===== config.mk =====
export PLATFORM = sky130hd
export DESIGN_NAME = event_counter
export DESIGN_NICKNAME = d
export VERILOG_FILES = /design/src/shared/count_pkg.sv /design/src/event_counter.sv /design/src/pin_sync.sv
export SDC_FILE = /design/constraint.sdc
export NUM_CORES = 1
export LEC_CHECK = 0
export BUFFER_PORTS_ARGS = -buffer_cell sky130_fd_sc_hd__buf_4
export CAP_MARGIN = 25
export CORE_MARGIN = 2
export CORE_UTILIZATION = 40
export DETAILED_ROUTE_END_ITERATION = 16
export GPL_ROUTABILITY_DRIVEN = 0
export GPL_TIMING_DRIVEN = 1
export PLACE_DENSITY = 0.7
export SETUP_SLACK_MARGIN = 0.3
export SLEW_MARGIN = 15
export SYNTH_ARGS = -nofsm -noshare
export SYNTH_HDL_FRONTEND = slang
export SYNTH_SLANG_ARGS = --single-unit

===== constraint.sdc =====
create_clock -name core_clk -period 2 [get_ports core_clk]
set_input_delay 0 -clock core_clk [delete_from_list [all_inputs] [get_ports core_clk]]
set_output_delay 0 -clock core_clk [all_outputs]
set_load 0.02 [all_outputs]

===== src/shared/count_pkg.sv =====
/*
 * Package for the 16-bit counter block: register offsets, control field
 * positions, reset values, compare mode code and timing constants.
 * Assumes a plain register port with one-cycle strobes on core_clk.
 */
package count_pkg;
    // ------------------------------------------------------------
    // Register offsets
    // ------------------------------------------------------------
    localparam logic [3:0] ADDR_COUNT_LOW = 4'h0;  // Low count byte
    localparam logic [3:0] ADDR_COUNT_HIGH = 4'h1; // High count byte
    localparam logic [3:0] ADDR_CONTROL = 4'h2;    // Counter control
    localparam logic [3:0] ADDR_STATUS = 4'h3;     // Sticky event status
    localparam logic [3:0] ADDR_MASK = 4'h4;       // Interrupt mask
    localparam logic [3:0] ADDR_CMP_A_MODE = 4'h5; // Compare unit a mode
    localparam logic [3:0] ADDR_CMP_B_MODE = 4'h6; // Compare unit b mode
    localparam logic [3:0] ADDR_CMP_LOW = 4'h7;    // Compare pair low byte
    localparam logic [3:0] ADDR_CMP_HIGH = 4'h8;   // Compare pair high byte

    // ------------------------------------------------------------
    // Control register fields
    // ------------------------------------------------------------
    localparam int CTL_ON_BIT = 0;       // Counter enable
    localparam int CTL_SRC_BIT = 1;      // Clock source select
    localparam int CTL_SYNC_DIS_BIT = 2; // Sync disable
    localparam int CTL_OSC_EN_BIT = 3;   // Oscillator enable
    localparam int CTL_PS_LO_BIT = 4;    // Prescale select low bit
    localparam logic [7:0] CTL_RESET = 8'h00;  // Value after reset
    localparam logic [7:0] CTL_WMASK = 8'h3F;  // Implemented bits

    // ------------------------------------------------------------
    // Status bits and other constants
    // ------------------------------------------------------------
    localparam int ST_OVF_BIT = 0;      // Overflow flag
    localparam int ST_TRIG_BIT = 1;     // Trigger reset seen
    localparam logic [1:0] ST_RESET = 2'h0;
    localparam logic [3:0] CMP_MODE_TRIGGER = 4'hB; // Special event mode
    localparam logic [15:0] COUNT_MAX = 16'hFFFF;
    localparam logic [15:0] COUNT_ZERO = 16'h0000;
    localparam logic [7:0] CMP_RESET = 8'hFF;
    localparam int OSC_MAX_KHZ = 200;   // Rated oscillator ceiling
    localparam int CORE_MHZ = 200;      // Core clock rate
    // Least core cycles per oscillator period, rounded up
    localparam int OSC_MIN_CYCLES = (CORE_MHZ * 1000 + OSC_MAX_KHZ - 1) / OSC_MAX_KHZ;
endpackage


===== src/event_counter.sv =====
/*
 * 16-bit timer/counter with byte access, oscillator enable, prescaler,
 * compare trigger reset and an overflow interrupt.
 * Assumes the register master obeys one-cycle strobes on core_clk and that
 * the external clock pins come from another domain.
 */
// Summary of operation
// (RL1) Byte reads during external counting are settled
// (RL2) Software handles overflow between two byte reads
// (RL3) Software stops counter before writing it async
// (RL4) Write racing increment: result undefined
// (RL5) Oscillator enable bit drives crystal amplifier
// (RL6) Oscillator keeps running during sleep
// (RL7) Software times oscillator start-up itself
// (RL8) Compare mode 1011 trigger resets counter
// (RL9) Trigger reset never sets overflow flag
// (RL10) Trigger reset needs timer or synced mode
// (RL11) Write in trigger cycle wins over reset
// (RL12) Compare pair acts as period register
// (RL13) Count 0000h to FFFFh, wrap, latch overflow
// (RL14) Unsynced external clock counts in sleep, wakes
// (RL15) Counter byte writes clear prescaler count
// (RL16) Reset initialises control, status and compare registers, never count
// (RL17) Trigger loads zero next edge, prescale kept
// (RL18) Async read path sampled into shadow at tick-free cycles
module event_counter (
    input wire logic core_clk,
    input wire logic rst_n,
    input wire logic [3:0] reg_addr,
    input wire logic [7:0] reg_wdata,
    input wire logic reg_write,
    input wire logic reg_read,
    output logic [7:0] reg_rdata,
    input wire logic osc_input_pin,
    input wire logic ext_clk_pin,
    input wire logic sleep_mode,
    input wire logic cmp_a_event,
    input wire logic cmp_b_event,
    output logic osc_output_pin,
    output logic osc_drive_en,
    output logic compare_trigger,
    output logic wake_request,
    output logic irq
);
    // ------------------------------------------------------------
    // Register state
    // ------------------------------------------------------------
    logic [7:0] counter_control;   // Control register
    logic [15:0] count;            // The counter itself
    logic [1:0] status;            // Sticky event bits
    logic [1:0] mask;              // Interrupt mask
    logic [3:0] cmp_a_mode;        // Compare unit a mode field
    logic [3:0] cmp_b_mode;        // Compare unit b mode field
    logic [15:0] compare_value_pair; // Shared compare period
    logic [2:0] prescale_count;    // Input prescaler
    logic [15:0] read_shadow;      // Settled count for reads
    logic [1:0] pins_sync;         // Synchronised clock pins
    logic ext_prev;                // Previous selected pin level
    logic cmp_seen;                // Trigger already fired at match

    // ------------------------------------------------------------
    // Pin synchroniser
    // ------------------------------------------------------------
    pin_sync #(
        .WIDTH(2)
    ) u_pin_sync (
        .core_clk(core_clk),
        .rst_n(rst_n),
        .async_in({osc_input_pin, ext_clk_pin}),
        .sync_out(pins_sync)
    );

    // ------------------------------------------------------------
    // Control decode
    // ------------------------------------------------------------
    wire ctl_on = counter_control[count_pkg::CTL_ON_BIT];
    wire clock_source_select = counter_control[count_pkg::CTL_SRC_BIT];
    wire sync_disable_bit = counter_control[count_pkg::CTL_SYNC_DIS_BIT];
    wire osc_enable_bit = counter_control[count_pkg::CTL_OSC_EN_BIT];
    wire [1:0] ps_sel = counter_control[count_pkg::CTL_PS_LO_BIT +: 2];

    // Selected external input: crystal pin when oscillator runs
    wire ext_level = osc_enable_bit ? pins_sync[1] : pins_sync[0];
    wire ext_rise = ext_level & ~ext_prev;

    // Synchronised counting stops in sleep; unsynced keeps going (see RL14)
    wire async_mode = clock_source_select & sync_disable_bit;
    wire src_tick = clock_source_select ? (ext_rise & (async_mode | ~sleep_mode))
                                        : ~sleep_mode;

    // Prescaler terminal count for 1:1, 1:2, 1:4, 1:8
    function automatic logic [2:0] ps_limit(input logic [1:0] sel);
        ps_limit = 3'(({2'h0, 1'b1} << sel) - 3'h1);
    endfunction
    wire ps_done = (prescale_count == ps_limit(ps_sel));
    wire inc_tick = ctl_on & src_tick & ps_done;

    // ------------------------------------------------------------
    // Register port decode
    // ------------------------------------------------------------
    function automatic logic hit(input logic [3:0] a, input logic [3:0] off);
        hit = (a == off);
    endfunction
    wire wr_low = reg_write & hit(reg_addr, count_pkg::ADDR_COUNT_LOW);
    wire wr_high = reg_write & hit(reg_addr, count_pkg::ADDR_COUNT_HIGH);
    wire wr_ctl = reg_write & hit(reg_addr, count_pkg::ADDR_CONTROL);
    wire wr_stat = reg_write & hit(reg_addr, count_pkg::ADDR_STATUS);
    wire wr_mask = reg_write & hit(reg_addr, count_pkg::ADDR_MASK);
    wire wr_cma = reg_write & hit(reg_addr, count_pkg::ADDR_CMP_A_MODE);
    wire wr_cmb = reg_write & hit(reg_addr, count_pkg::ADDR_CMP_B_MODE);
    wire wr_cpl = reg_write & hit(reg_addr, count_pkg::ADDR_CMP_LOW);
    wire wr_cph = reg_write & hit(reg_addr, count_pkg::ADDR_CMP_HIGH);
    wire wr_count = wr_low | wr_high;

    // ------------------------------------------------------------
    // Special event trigger
    // ------------------------------------------------------------
    // Either unit in trigger mode resets on a match or on its own event (see RL8)
    wire a_trig_mode = (cmp_a_mode == count_pkg::CMP_MODE_TRIGGER);
    wire b_trig_mode = (cmp_b_mode == count_pkg::CMP_MODE_TRIGGER);
    wire at_period = (count == compare_value_pair);
    wire match_event = at_period & ~cmp_seen & (a_trig_mode | b_trig_mode);
    wire trigger = match_event | (a_trig_mode & cmp_a_event)
                 | (b_trig_mode & cmp_b_event);
    // Async mode gives no reliable reset, so it is ignored there (see RL10)
    wire trig_reset = trigger & ~async_mode;

    // ------------------------------------------------------------
    // Next count
    // ------------------------------------------------------------
    wire wrap = inc_tick & (count == count_pkg::COUNT_MAX);
    wire [15:0] next_count =
        wr_low ? {count[15:8], reg_wdata} :           // Write wins (see RL11)
        wr_high ? {reg_wdata, count[7:0]} :           // Race with tick undefined (see RL4)
        trig_reset ? count_pkg::COUNT_ZERO :          // Zero next edge (see RL17)
        inc_tick ? 16'(count + 16'h0001) :            // Wraps to 0000h (see RL13)
        count;
    // Overflow only from a real wrap, never from trigger (see RL9)
    wire ovf_event = wrap & ~wr_count & ~trig_reset;
    wire [1:0] events = {trig_reset & ~wr_count, ovf_event};

    // Read mux; async counts come from the settled shadow (see RL1)
    wire [15:0] read_count = async_mode ? read_shadow : count;
    wire [7:0] next_rdata =
        hit(reg_addr, count_pkg::ADDR_COUNT_LOW) ? read_count[7:0] :
        hit(reg_addr, count_pkg::ADDR_COUNT_HIGH) ? read_count[15:8] :
        hit(reg_addr, count_pkg::ADDR_CONTROL) ? counter_control :
        hit(reg_addr, count_pkg::ADDR_STATUS) ? {6'h00, status} :
        hit(reg_addr, count_pkg::ADDR_MASK) ? {6'h00, mask} :
        hit(reg_addr, count_pkg::ADDR_CMP_A_MODE) ? {4'h0, cmp_a_mode} :
        hit(reg_addr, count_pkg::ADDR_CMP_B_MODE) ? {4'h0, cmp_b_mode} :
        hit(reg_addr, count_pkg::ADDR_CMP_LOW) ? compare_value_pair[7:0] :
        hit(reg_addr, count_pkg::ADDR_CMP_HIGH) ? compare_value_pair[15:8] :
        8'h00;

    // ------------------------------------------------------------
    // Control, mask and compare registers (device reset clears them, compare pair loads FFFFh)
    // ------------------------------------------------------------
    always_ff @(posedge core_clk or negedge rst_n)
    begin
        if (!rst_n)
        begin
            counter_control <= count_pkg::CTL_RESET; // see RL16
            mask <= count_pkg::ST_RESET;
            cmp_a_mode <= 4'h0;
            cmp_b_mode <= 4'h0;
            compare_value_pair <= {count_pkg::CMP_RESET, count_pkg::CMP_RESET};
        end
        else
        begin
            if (wr_ctl)
                counter_control <= reg_wdata & count_pkg::CTL_WMASK;
            if (wr_mask)
                mask <= reg_wdata[1:0];
            if (wr_cma)
                cmp_a_mode <= reg_wdata[3:0];
            if (wr_cmb)
                cmp_b_mode <= reg_wdata[3:0];
            if (wr_cpl)
                compare_value_pair[7:0] <= reg_wdata;
            if (wr_cph)
                compare_value_pair[15:8] <= reg_wdata;
        end
    end

    // ------------------------------------------------------------
    // Counter: no reset; triggers and wrap clear it, byte writes load it (see RL16)
    // ------------------------------------------------------------
    always_ff @(posedge core_clk)
    begin
        count <= next_count; // Period reached restarts at zero (see RL12)
    end

    // ------------------------------------------------------------
    // Prescaler and edge tracking
    // ------------------------------------------------------------
    always_ff @(posedge core_clk or negedge rst_n)
    begin
        if (!rst_n)
        begin
            prescale_count <= 3'h0;
            ext_prev <= 1'b0;
            cmp_seen <= 1'b0;
        end
        else
        begin
            ext_prev <= ext_level;
            cmp_seen <= at_period;
            if (wr_count)
                prescale_count <= 3'h0; // see RL15
            else if (ctl_on & src_tick)
                prescale_count <= ps_done ? 3'h0 : 3'(prescale_count + 3'h1);
        end
    end

    // ------------------------------------------------------------
    // Read shadow: the count as sampled at a tick-free cycle
    // ------------------------------------------------------------
    always_ff @(posedge core_clk or negedge rst_n)
    begin
        if (!rst_n)
            read_shadow <= count_pkg::COUNT_ZERO;
        else if (!inc_tick)
            read_shadow <= count; // see RL18
    end

    // ------------------------------------------------------------
    // Sticky status: set wins over write-one-to-clear
    // ------------------------------------------------------------
    always_ff @(posedge core_clk or negedge rst_n)
    begin
        if (!rst_n)
            status <= count_pkg::ST_RESET;
        else
            status <= (status & ~(wr_stat ? reg_wdata[1:0] : 2'h0)) | events; // see RL13
    end

    // ------------------------------------------------------------
    // Registered outputs
    // ------------------------------------------------------------
    always_ff @(posedge core_clk or negedge rst_n)
    begin
        if (!rst_n)
        begin
            reg_rdata <= 8'h00;
            osc_output_pin <= 1'b0;
            osc_drive_en <= 1'b0;
            compare_trigger <= 1'b0;
            wake_request <= 1'b0;
            irq <= 1'b0;
        end
        else
        begin
            reg_rdata <= reg_read ? next_rdata : 8'h00;
            // Amplifier inverts input while enabled, also in sleep (see RL5)
            osc_drive_en <= osc_enable_bit; // see RL6
            osc_output_pin <= osc_enable_bit & ~pins_sync[1];
            compare_trigger <= trig_reset;
            wake_request <= sleep_mode & ovf_event & async_mode; // see RL14
            irq <= |(status & mask);
        end
    end
endmodule


===== src/pin_sync.sv =====
/*
 * Two-flop synchroniser for a group of level inputs.
 * Assumes inputs are from outside core_clk; first stage read by second only.
 */
module pin_sync #(
    parameter int WIDTH = 2
) (
    input wire logic core_clk,
    input wire logic rst_n,
    input wire logic [WIDTH-1:0] async_in,
    output logic [WIDTH-1:0] sync_out
);
    // First stage, read by the second stage only
    logic [WIDTH-1:0] meta;

    // Two stages of flops
    always_ff @(posedge core_clk or negedge rst_n)
    begin
        if (!rst_n)
        begin
            meta <= '0;
            sync_out <= '0;
        end
        else
        begin
            meta <= async_in;
            sync_out <= meta;
        end
    end
endmodule


# Word level (Yosys, flattened, before mapping)
# Index checks and enable logic that the tools add are counted.
[totals]
output_inout_bits = 13
ff_bits = 88
elab_cells = 110
in_bits = 21
[classes]
n_eq_ne = 14
n_shift = 1
muxes = 21
bitwise_logic = 43
n_reduce_logical = 7
addsub = 3
[ops]
columns = ["op", "count"]
rows = [
  ["$mux 8", 11],
  ["$mux 16", 4],
  ["$and 1x1->1", 26],
  ["$add 16x1->16 const B", 1],
  ["$eq 16x16->1", 1],
  ["$eq 16x16->1 const B", 1],
  ["$eq 4x3->1 const B", 4],
  ["$eq 4x4->1 const B", 3],
  ["$mux 3", 3],
  ["$eq 4x2->1 const B", 2],
  ["$not 1->1", 8],
  ["$reduce_bool 3->1", 2],
  ["$or 1x1->1", 5],
  ["$and 2x2->2", 2],
  ["$eq 4x1->1 const B", 1],
  ["$logic_not 4->1", 1],
  ["$reduce_and 2->1", 2],
  ["$add 3x1->3 const B", 1],
  ["$eq 3x3->1", 1],
  ["$shl 1x2->3 const A", 1],
  ["$sub 3x1->3 const B", 1],
  ["$mux 1", 2],
  ["$mux 2", 1],
  ["$ne 2x2->1 const B", 1],
  ["4 further kinds", 4],
]

# Longest topological paths before layout
# Gate-level depths: netlist of run 1.
[depth]
word_depth = 11
ltp_mapped = 7
mapped_depth_nobuf = 6

# By module
# Synthesis of run 1 repeated with hierarchy kept, for this count alone.
[unflattened]
cells_unflattened = 426
hier_area_um2 = 4655.7
[by_module_without_submodules]
columns = ["module", "seq_area_each_um2", "area_each_um2", "n_inst", "cells_per_inst"]
rows = [
  ["event_counter", 2202.1, 4555.6, 1, 422],
  ["pin_sync", 100.1, 100.1, 1, 4],
]

# Least setup slack after synthesis of run 1
# Ideal clock, no wire load.
[synth_path]
kind = "register to register"
from = "register compare_value_pair[6]"
to = "register count[0] (enable)"
setup_time_ns = 0.378
path_buffers = 0
arrival_time_ns = 1.858
synth_period_minus_slack_ns = 2.236
t_required_ns = 1.622
slack_ns = -0.236
stages_incl_launch_ff = 6
path_cell_list = "dfstp_2 > xnor2_1 > nand4_1 > nor4_2 > nand2_2 > a41oi_1"
[synth_via]
elab_chain_len = 8
[synth_lines]
columns = ["element", "line_no", "text"]
rows = [
  ["start, declared", "event_counter.sv:54", "logic [15:0] compare_value_pair;"],
  ["start signal, assigned", "event_counter.sv:167", "compare_value_pair <= {count_pkg::CMP_RESET, count_pkg::CMP_RESET};"],
  ["start signal, assigned", "event_counter.sv:180", "compare_value_pair[7:0] <= reg_wdata;"],
  ["$eq 16x16->1", "event_counter.sv:121", "wire at_period = (count == compare_value_pair);"],
  ["net at_period", "event_counter.sv:121", ""],
  ["$and 1x1->1 (2 in a row)", "event_counter.sv:122", "wire match_event = at_period & ~cmp_seen & (a_trig_mode | b_trig_mode);"],
  ["$or 1x1->1", "event_counter.sv:123", "wire trigger = match_event | (a_trig_mode & cmp_a_event)"],
  ["$or 1x1->1", "event_counter.sv:124", "| (b_trig_mode & cmp_b_event);"],
  ["$and 1x1->1", "event_counter.sv:126", "wire trig_reset = trigger & ~async_mode;"],
  ["$reduce_bool 3->1 (no line)", "--", ""],
  ["$reduce_and 2->1 (no line)", "--", ""],
  ["end signal, assigned", "event_counter.sv:191", "count <= next_count;"],
  ["end, declared", "event_counter.sv:49", "logic [15:0] count;"],
]
# The timed path passes the listed nets, and every way through them passes these cells.
# A chain may end at the register's enable or synchronous reset.

# Final worst setup path of run 1
[layout_path]
from = "register compare_value_pair[6]"
to = "register count[5] (enable)"
# Same word-level chain as after synthesis.

==> results of run 1 <==
## flip-flops by register name, summed over array words and instances (netlist names), 3 cells and up
name	cells
read_shadow	16
compare_value_pair	16
counter_control	6
count	16
cmp_b_mode	4
prescale_count	3
cmp_a_mode	4
reg_rdata	8
## synth_stat cells (2+ instances only)
master / count / area share [%]
a2bb2oi_1: 2 / 0.37
nand3_1: 20 / 2.1
buf_1: 3 / 0.24
xnor2_1: 24 / 4.5
xor2_1: 9 / 1.7
o22ai_1: 2 / 0.27
dfrtp_1: 56 / 30
o31a_1: 3 / 0.56
inv_1: 9 / 0.72
ha_1: 2 / 0.53
a41oi_1: 2 / 0.37
mux2_4: 6 / 1.9
and3_1: 6 / 0.80
o21ai_0: 25 / 2.7
nor3_1: 10 / 1.1
dfstp_2: 16 / 9.0
mux2_2: 44 / 11
clkbuf_1: 9 / 0.72
edfxtp_1: 16 / 10
buf_2: 12 / 1.3
mux2i_1: 2 / 0.43
o31ai_1: 4 / 0.64
nand4b_1: 2 / 0.37
nor2_1: 23 / 1.8
o211ai_1: 2 / 0.32
nor2b_1: 5 / 0.67
a211o_1: 2 / 0.37
nand2b_1: 3 / 0.40
a21oi_1: 17 / 1.8
nand2_1: 65 / 5.2
or2_2: 2 / 0.27
a31oi_1: 2 / 0.27
nand4_1: 11 / 1.5
clkbuf_2: 2 / 0.21
a22o_1: 5 / 0.94
## critical path, stage by stage (launching register included)
cell and delay (ps):
dfstp_2 540, xnor2_1 120, nand4_1 200, nor4_4 390, nand2_2 170, a41oi_4 250
buf_12 150
## layout make-up
class	instances	area (um^2)
Fill cell	933	5180
Timing Repair Buffer	105	938
Tap cell	143	179
Clock inverter	5	60.1
Sequential cell	88	2300
Inverter	9	33.8
Clock buffer	11	264
Multi-Input combinational cell	322	2460
## through the flow
step	worst slack, ps	area (um^2)	hold WS [ps]	setup TNS [ps]	instances
after CTS	-94.4	6050	4.52	-1530	679
after global routing	-162	6240	4.56	-4530	683
after floorplan	65.1	4740	-296	0	447
final	-106	6240	4.34	-2560	683
after global placement	8.07	5400	111	0	644
after detailed placement	-99.6	5400	112	-1510	644
## repair_timing
item / CTS / global route
hold buffers: 11 / 0
pin swaps: 3 / 10
setup buffers: 7 / 3
endpoints found under the setup margin: 55 / 56
gates cloned: 1 / 1
hold endpoints to repair: 81 / 0
gates resized for setup: 28 / 26
## where the power goes
part	internal, uW	switching (uW)
Sequential	2240	265
Combinational	969	843
Clock	1090	732
## layer usage
layer,share of wire (%),up-vias,wire [um]
met5,0,-,0
met1,39,1992,5550
li1,-,1765,-
met4,4.6,0,656
met2,49,213,6950
met3,7.0,53,983
## cells by family after synthesis
logic type                 Yosys count
and+or+nand+nor                    159
xor gates and xnor gates            33
adders and majority gates            2
muxes                               52
DFF                                 88
AOI/OAI and AO/OA                   76
buffers and inverters               37
## final timing paths
path                                       start                      to  slack [ps]
min                                 reg_wdata[1]               status[1]           4
max                        compare_value_pair[6]                count[5]        -110
min in group asynchronous                  rst_n            reg_rdata[3]         330
min reg2reg                   u_pin_sync.meta[0]  u_pin_sync.sync_out[0]         350
max reg2reg                compare_value_pair[6]                count[5]        -110
max in group asynchronous                  rst_n         compare_trigger        1070
==> flow_metrics.py, run 1 <==
metrics = {
    "global_route": {
        "met2_usage_pct": 37.1,
        "grt_use_met1_pct": 28.2,
        "grt_overflow": 0,
        "grt_pass1_vias": 3828,
        "grt_use_total_pct": 21.8,
        "top_usage_layer": "met2",
        "met3_usage_pct": 3.29,
        "grt_max_degree": 73,
        "grt_pass1_wl_um": 21300,
        "antenna_found_initial": 0,
    },
    "power": {
        "p_leak_uw": 0.00266,
        "ir_drop_mv": 0.642,
        "power_uw": 6140,
        "power.density_nw_per_um2": 983,
    },
    "cells_and_area": {
        "final_cell_mix": "buf_4, nand2_1, dfrtp_1",
        "layout_commonest_cell": "buf_4",
        "fin_util_pct": 54.7,
        "num_antenna_cells": 0,
        "area_growth_pct": 33.3,
        "drive_gt1_share_pct": 38.9,
        "fin_nets": 558,
    },
    "route": {
        "wl_um": 14100,
        "route.detailed.drc": 0,
        "vias_per_cell": 5.89,
        "first_pass_iters": 5,
        "dr_total_vias": 4023,
        "ant_nets": 0,
        "routedWlPerCell_um": 20.7,
        "drt_iter0_markers": 494,
    },
    "setup_path": {
        "critical_path_class": "register to register",
        "rr_worst_depth": 6,
        "cp.required_ps": 2060,
        "cp-end-kind": "register",
        "crit_arrival_ps": 2170,
        "cp_max_fo": 8,
        "cp-start-kind": "register",
    },
    "timing": {
        "tightest_slew_ps": 916,
        "setup_slack_ps": -106,
        "slew_violations": 0,
        "setup_viol": 48,
        "fin_skew_ps": 5.49,
        "hold_viol": 0,
        "max_freq_mhz": 475,
        "rsz0062_at_grt": "true",
        "fin_crit_sh_pct": 105,
        "slew-limit-headroom_pct": 39.0,
        "min_period_ps": 2110,
    },
    "min_path": {
        "hold_path_class": "input pin to register",
        "holdPathStages": 2,
    },
    "synthesis": {
        "syn_nets": 470,
        "synth_xor_area_share_pct": 6.17,
        "ys_seq_area_share_pct": 49.2,
        "synthAdderAreaFrac_pct": 0.535,
        "ys.flop_type": "dfrtp_1",
        "async_reset_ff_share_pct": 81.8,
        "synth_edf_count": 16,
        "synth.area.mux_share_pct": 12.9,
        "yosys.area_share.simple_pct": 16.7,
        "synth_compound_area_share_pct": 10.9,
        "synth_cells": 447,
        "synth.distinct_cells": 59,
        "synth_warnings": 0,
        "syn_area_um2": 4680,
        "avgSynthCellArea_um2": 10.5,
        "ys_ff_latch": 88,
        "synth_top_family_by_area": "simple AND/OR/NAND/NOR gates",
    },
    "floorplanning": {
        "die_w_um": 112,
        "dieArea_um2": 12600,
        "die_y_um": 112,
        "start_util_pct": 41.0,
        "rows": 39,
        "core_um2": 11400,
        "io_pins": 34,
    },
    "clock_tree": {
        "htreeDepth": 3,
        "cts_sinks": 88,
        "cts_tree": "built",
        "clk-insertion-delay-late_ps": 340,
        "cts_made_buffers": 9,
        "clock_path_buffers": 2,
        "cts_root_buf": "clkbuf_16",
        "clk_pin_slew_ps": 70,
    },
    "status": {
        "outcome": "finished with violations",
        "failed_checks": "negative setup slack",
    },
    "run": {
        "max_cap_violations": 0,
    },
    "placed_design": {
        "dpl.hpwl_um": 9540,
        "port-buffer-count": 33,
    },
}
Power figures use the tool's default switching activity.
==> run 2, diff against run 1 <==
Settings changed: MAX_ROUTING_LAYER from default to met4, SYNTH_HIERARCHICAL from default to 1.
==> run 2 against run 1 <==
Clock power down 9%. Sequential power about the same. Clock-buffer cell count up 2. Wire length down 5.0%. The flow still finishes with violations (negative setup slack). Sequential share of layout area up 0.19 points. Worst hold slack better by 16 ps. Final cell count down 1.3%. Flip-flop and latch count unchanged. Largest cell class unchanged. First-iteration DRC count down 35%.
==> flow_metrics.py, run 2 <==
metrics = {
    "status": {
        "outcome": "finished with violations",
        "failed_checks": "negative setup slack",
    },
    "floorplanning": {
        "dieArea_um2": 12500,
        "io_pins": 34,
        "core_um2": 11400,
        "rows": 39,
        "start_util_pct": 40.9,
        "die_y_um": 112,
        "die_w_um": 112,
    },
    "global_route": {
        "grt_use_total_pct": 22.6,
        "antenna_found_initial": 0,
        "grt_overflow": 0,
        "grt_pass1_vias": 3984,
        "grt_pass1_wl_um": 21400,
        "grt_max_degree": 73,
    },
    "synthesis": {
        "async_reset_ff_share_pct": 81.8,
        "synth.distinct_cells": 60,
        "synthTopCellsByCount": "dfrtp_1, mux2_2, nand2_1",
        "post-synth-top-count-cell": "dfrtp_1",
        "syn_area_um2": 4660,
        "ys_seq_area_share_pct": 49.4,
        "ys.flop_type": "dfrtp_1",
        "syn_nets": 449,
        "synth_area_leaders": "dfrtp_1, mux2_2, edfxtp_1, dfstp_2, xnor2_1",
        "ys_ff_latch": 88,
        "synth_warnings": 6,
        "avgSynthCellArea_um2": 10.9,
        "synth_edf_count": 16,
        "yosysTopAreaCell": "dfrtp_1",
        "synth_top_area_share_pct": 30.1,
        "synth_cells": 426,
    },
    "placed_design": {
        "place_ws_ps": -59.0,
        "dpl.hpwl_um": 9180,
        "placed_area_um2": 5410,
        "port-buffer-count": 33,
    },
    "setup_path": {
        "crit_arrival_ps": 2030,
        "critical_path_class": "register to register",
        "cp_max_fo": 8,
        "cp-end-kind": "register",
        "cp.required_ps": 2010,
        "cp-start-kind": "register",
    },
    "route": {
        "first_pass_iters": 5,
        "ant_nets": 0,
        "drt_iter0_markers": 321,
        "routedWlPerCell_um": 19.9,
        "route.detailed.drc": 0,
        "wl_um": 13400,
        "vias_per_cell": 5.78,
        "dr_total_vias": 3897,
    },
    "timing": {
        "tightest_slew_ps": 896,
        "rsz0062_at_grt": "true",
        "setup_viol": 20,
        "min_period_ps": 2020,
        "slew_violations": 0,
        "slew-limit-headroom_pct": 40.2,
        "setup_slack_ps": -19.7,
        "max_freq_mhz": 495,
        "fin_skew_ps": 7.16,
        "fin_crit_sh_pct": 101,
        "hold_viol": 0,
    },
    "cells_and_area": {
        "final_area_um2": 6210,
        "area_growth_pct": 33.4,
        "final_cell_mix": "buf_4, dfrtp_1, nand2_1",
        "drive_gt1_share_pct": 40.5,
        "fin_util_pct": 54.6,
        "num_antenna_cells": 0,
        "fin_nets": 549,
        "reg_top3": "compare_value_pair x16, count x16, read_shadow x16",
        "layout_commonest_cell": "buf_4",
    },
    "clock_tree": {
        "clk-insertion-delay-late_ps": 340,
        "htreeDepth": 3,
        "cts_sinks": 88,
        "clk_pin_slew_ps": 60,
        "cts_made_buffers": 9,
        "cts_root_buf": "clkbuf_16",
        "clock_path_buffers": 2,
        "cts_tree": "built",
    },
    "min_path": {
        "hold_path_class": "input pin to register",
    },
    "run": {
        "max_cap_violations": 0,
    },
    "power": {
        "power.density_nw_per_um2": 962,
        "p_leak_uw": 0.00265,
        "power_uw": 5970,
        "ir_drop_mv": 0.528,
    },
}
[run 2: cell count changes after synthesis, sizes merged, moves of 6 or more]
cell	before	now
o21ai	25	13
a32o	1	14
nand2	66	46
nor2	24	30
[run 2: cell type report]
cell class / instances / area [um^2]
fill: 981 / 5160
multi-input combinational: 303 / 2410
sequential: 88 / 2300
timing repair buffer: 115 / 992
clock buffer: 13 / 270
tap: 143 / 179
inverter: 9 / 36.3
clock inverter: 3 / 22.5
[run 2: worst paths after layout]
| path | cells after the start | start | to | slack [ps] |
|---|---|---|---|---|
| worst max-delay path | 5 | compare_value_pair[5] | count[12] | -20 |
| worst min-delay path | 2 | reg_wdata[1] | mask[1] | 20 |
| worst max register to register | 5 | compare_value_pair[5] | count[12] | -20 |
| worst min register to register | 0 | u_pin_sync/meta[1] | u_pin_sync/sync_out[1] | 350 |
| max in group asynchronous | 2 | rst_n | read_shadow[6] | 1060 |
| min in group asynchronous | 2 | rst_n | compare_trigger | 350 |
[run 2: routing by layer]
layer,GRT usage [%],vias to the layer above,share of wire [%]
li1,-,1749,-
met1,29.8,1974,41
met2,35.3,149,49
met3,3.76,25,7.5
met4,8.56,0,2.1
met5,-,-,0
[run 2: cell families (layout without fill, tap and decap cells)]
| kind of cell | Yosys count | in the layout | synth area share [%] |
|---|---|---|---|
| AND/OR/NAND/NOR | 136 | 136 | 14.7 |
| flip-flops | 88 | 88 | 49.4 |
| AO/OA/AOI/OAI | 74 | 74 | 11.6 |
| multiplexers | 58 | 58 | 13.9 |
| XOR/XNOR | 33 | 33 | 6.21 |
| buffers and inverters | 35 | 140 | 3.65 |
| adder cells (fa/ha/maj) | 2 | 2 | 0.537 |
[run 2: repair_timing]
item	4_1_cts	5_1_grt
gates resized for setup	34	15
hold buffers	12	0
pin swaps	15	13
hold endpoints to repair	93	0
endpoints found under the setup margin	52	56
cloned	1	0
buffers inserted	10	5
[run 2: worst max-delay path, cell delays in order, from the launching register on]
cell,delay (ps)
dfstp_2,530
xnor2_1,140
nand4_1,180
nor4_4,360
nand2_2,160
a31oi_4,320
[run 2: through the flow]
stage / instances / hold slack [ps] / setup TNS [ps]
finish: 674 / 20.4 / -190
global placement: 630 / 110 / -80.6
global route: 674 / 20.7 / -3200
detailed placement: 630 / 111 / -876
CTS: 669 / 5.43 / -122
floorplan: 426 / -296 / 0
[run 2: power by group]
part / internal (uW) / leakage [uW] / switching (uW) / total [uW]
combinational: 980 / 0.00150 / 801 / 1780
clock: 951 / 0.000143 / 711 / 1660
sequential: 2240 / 0.00101 / 287 / 2530
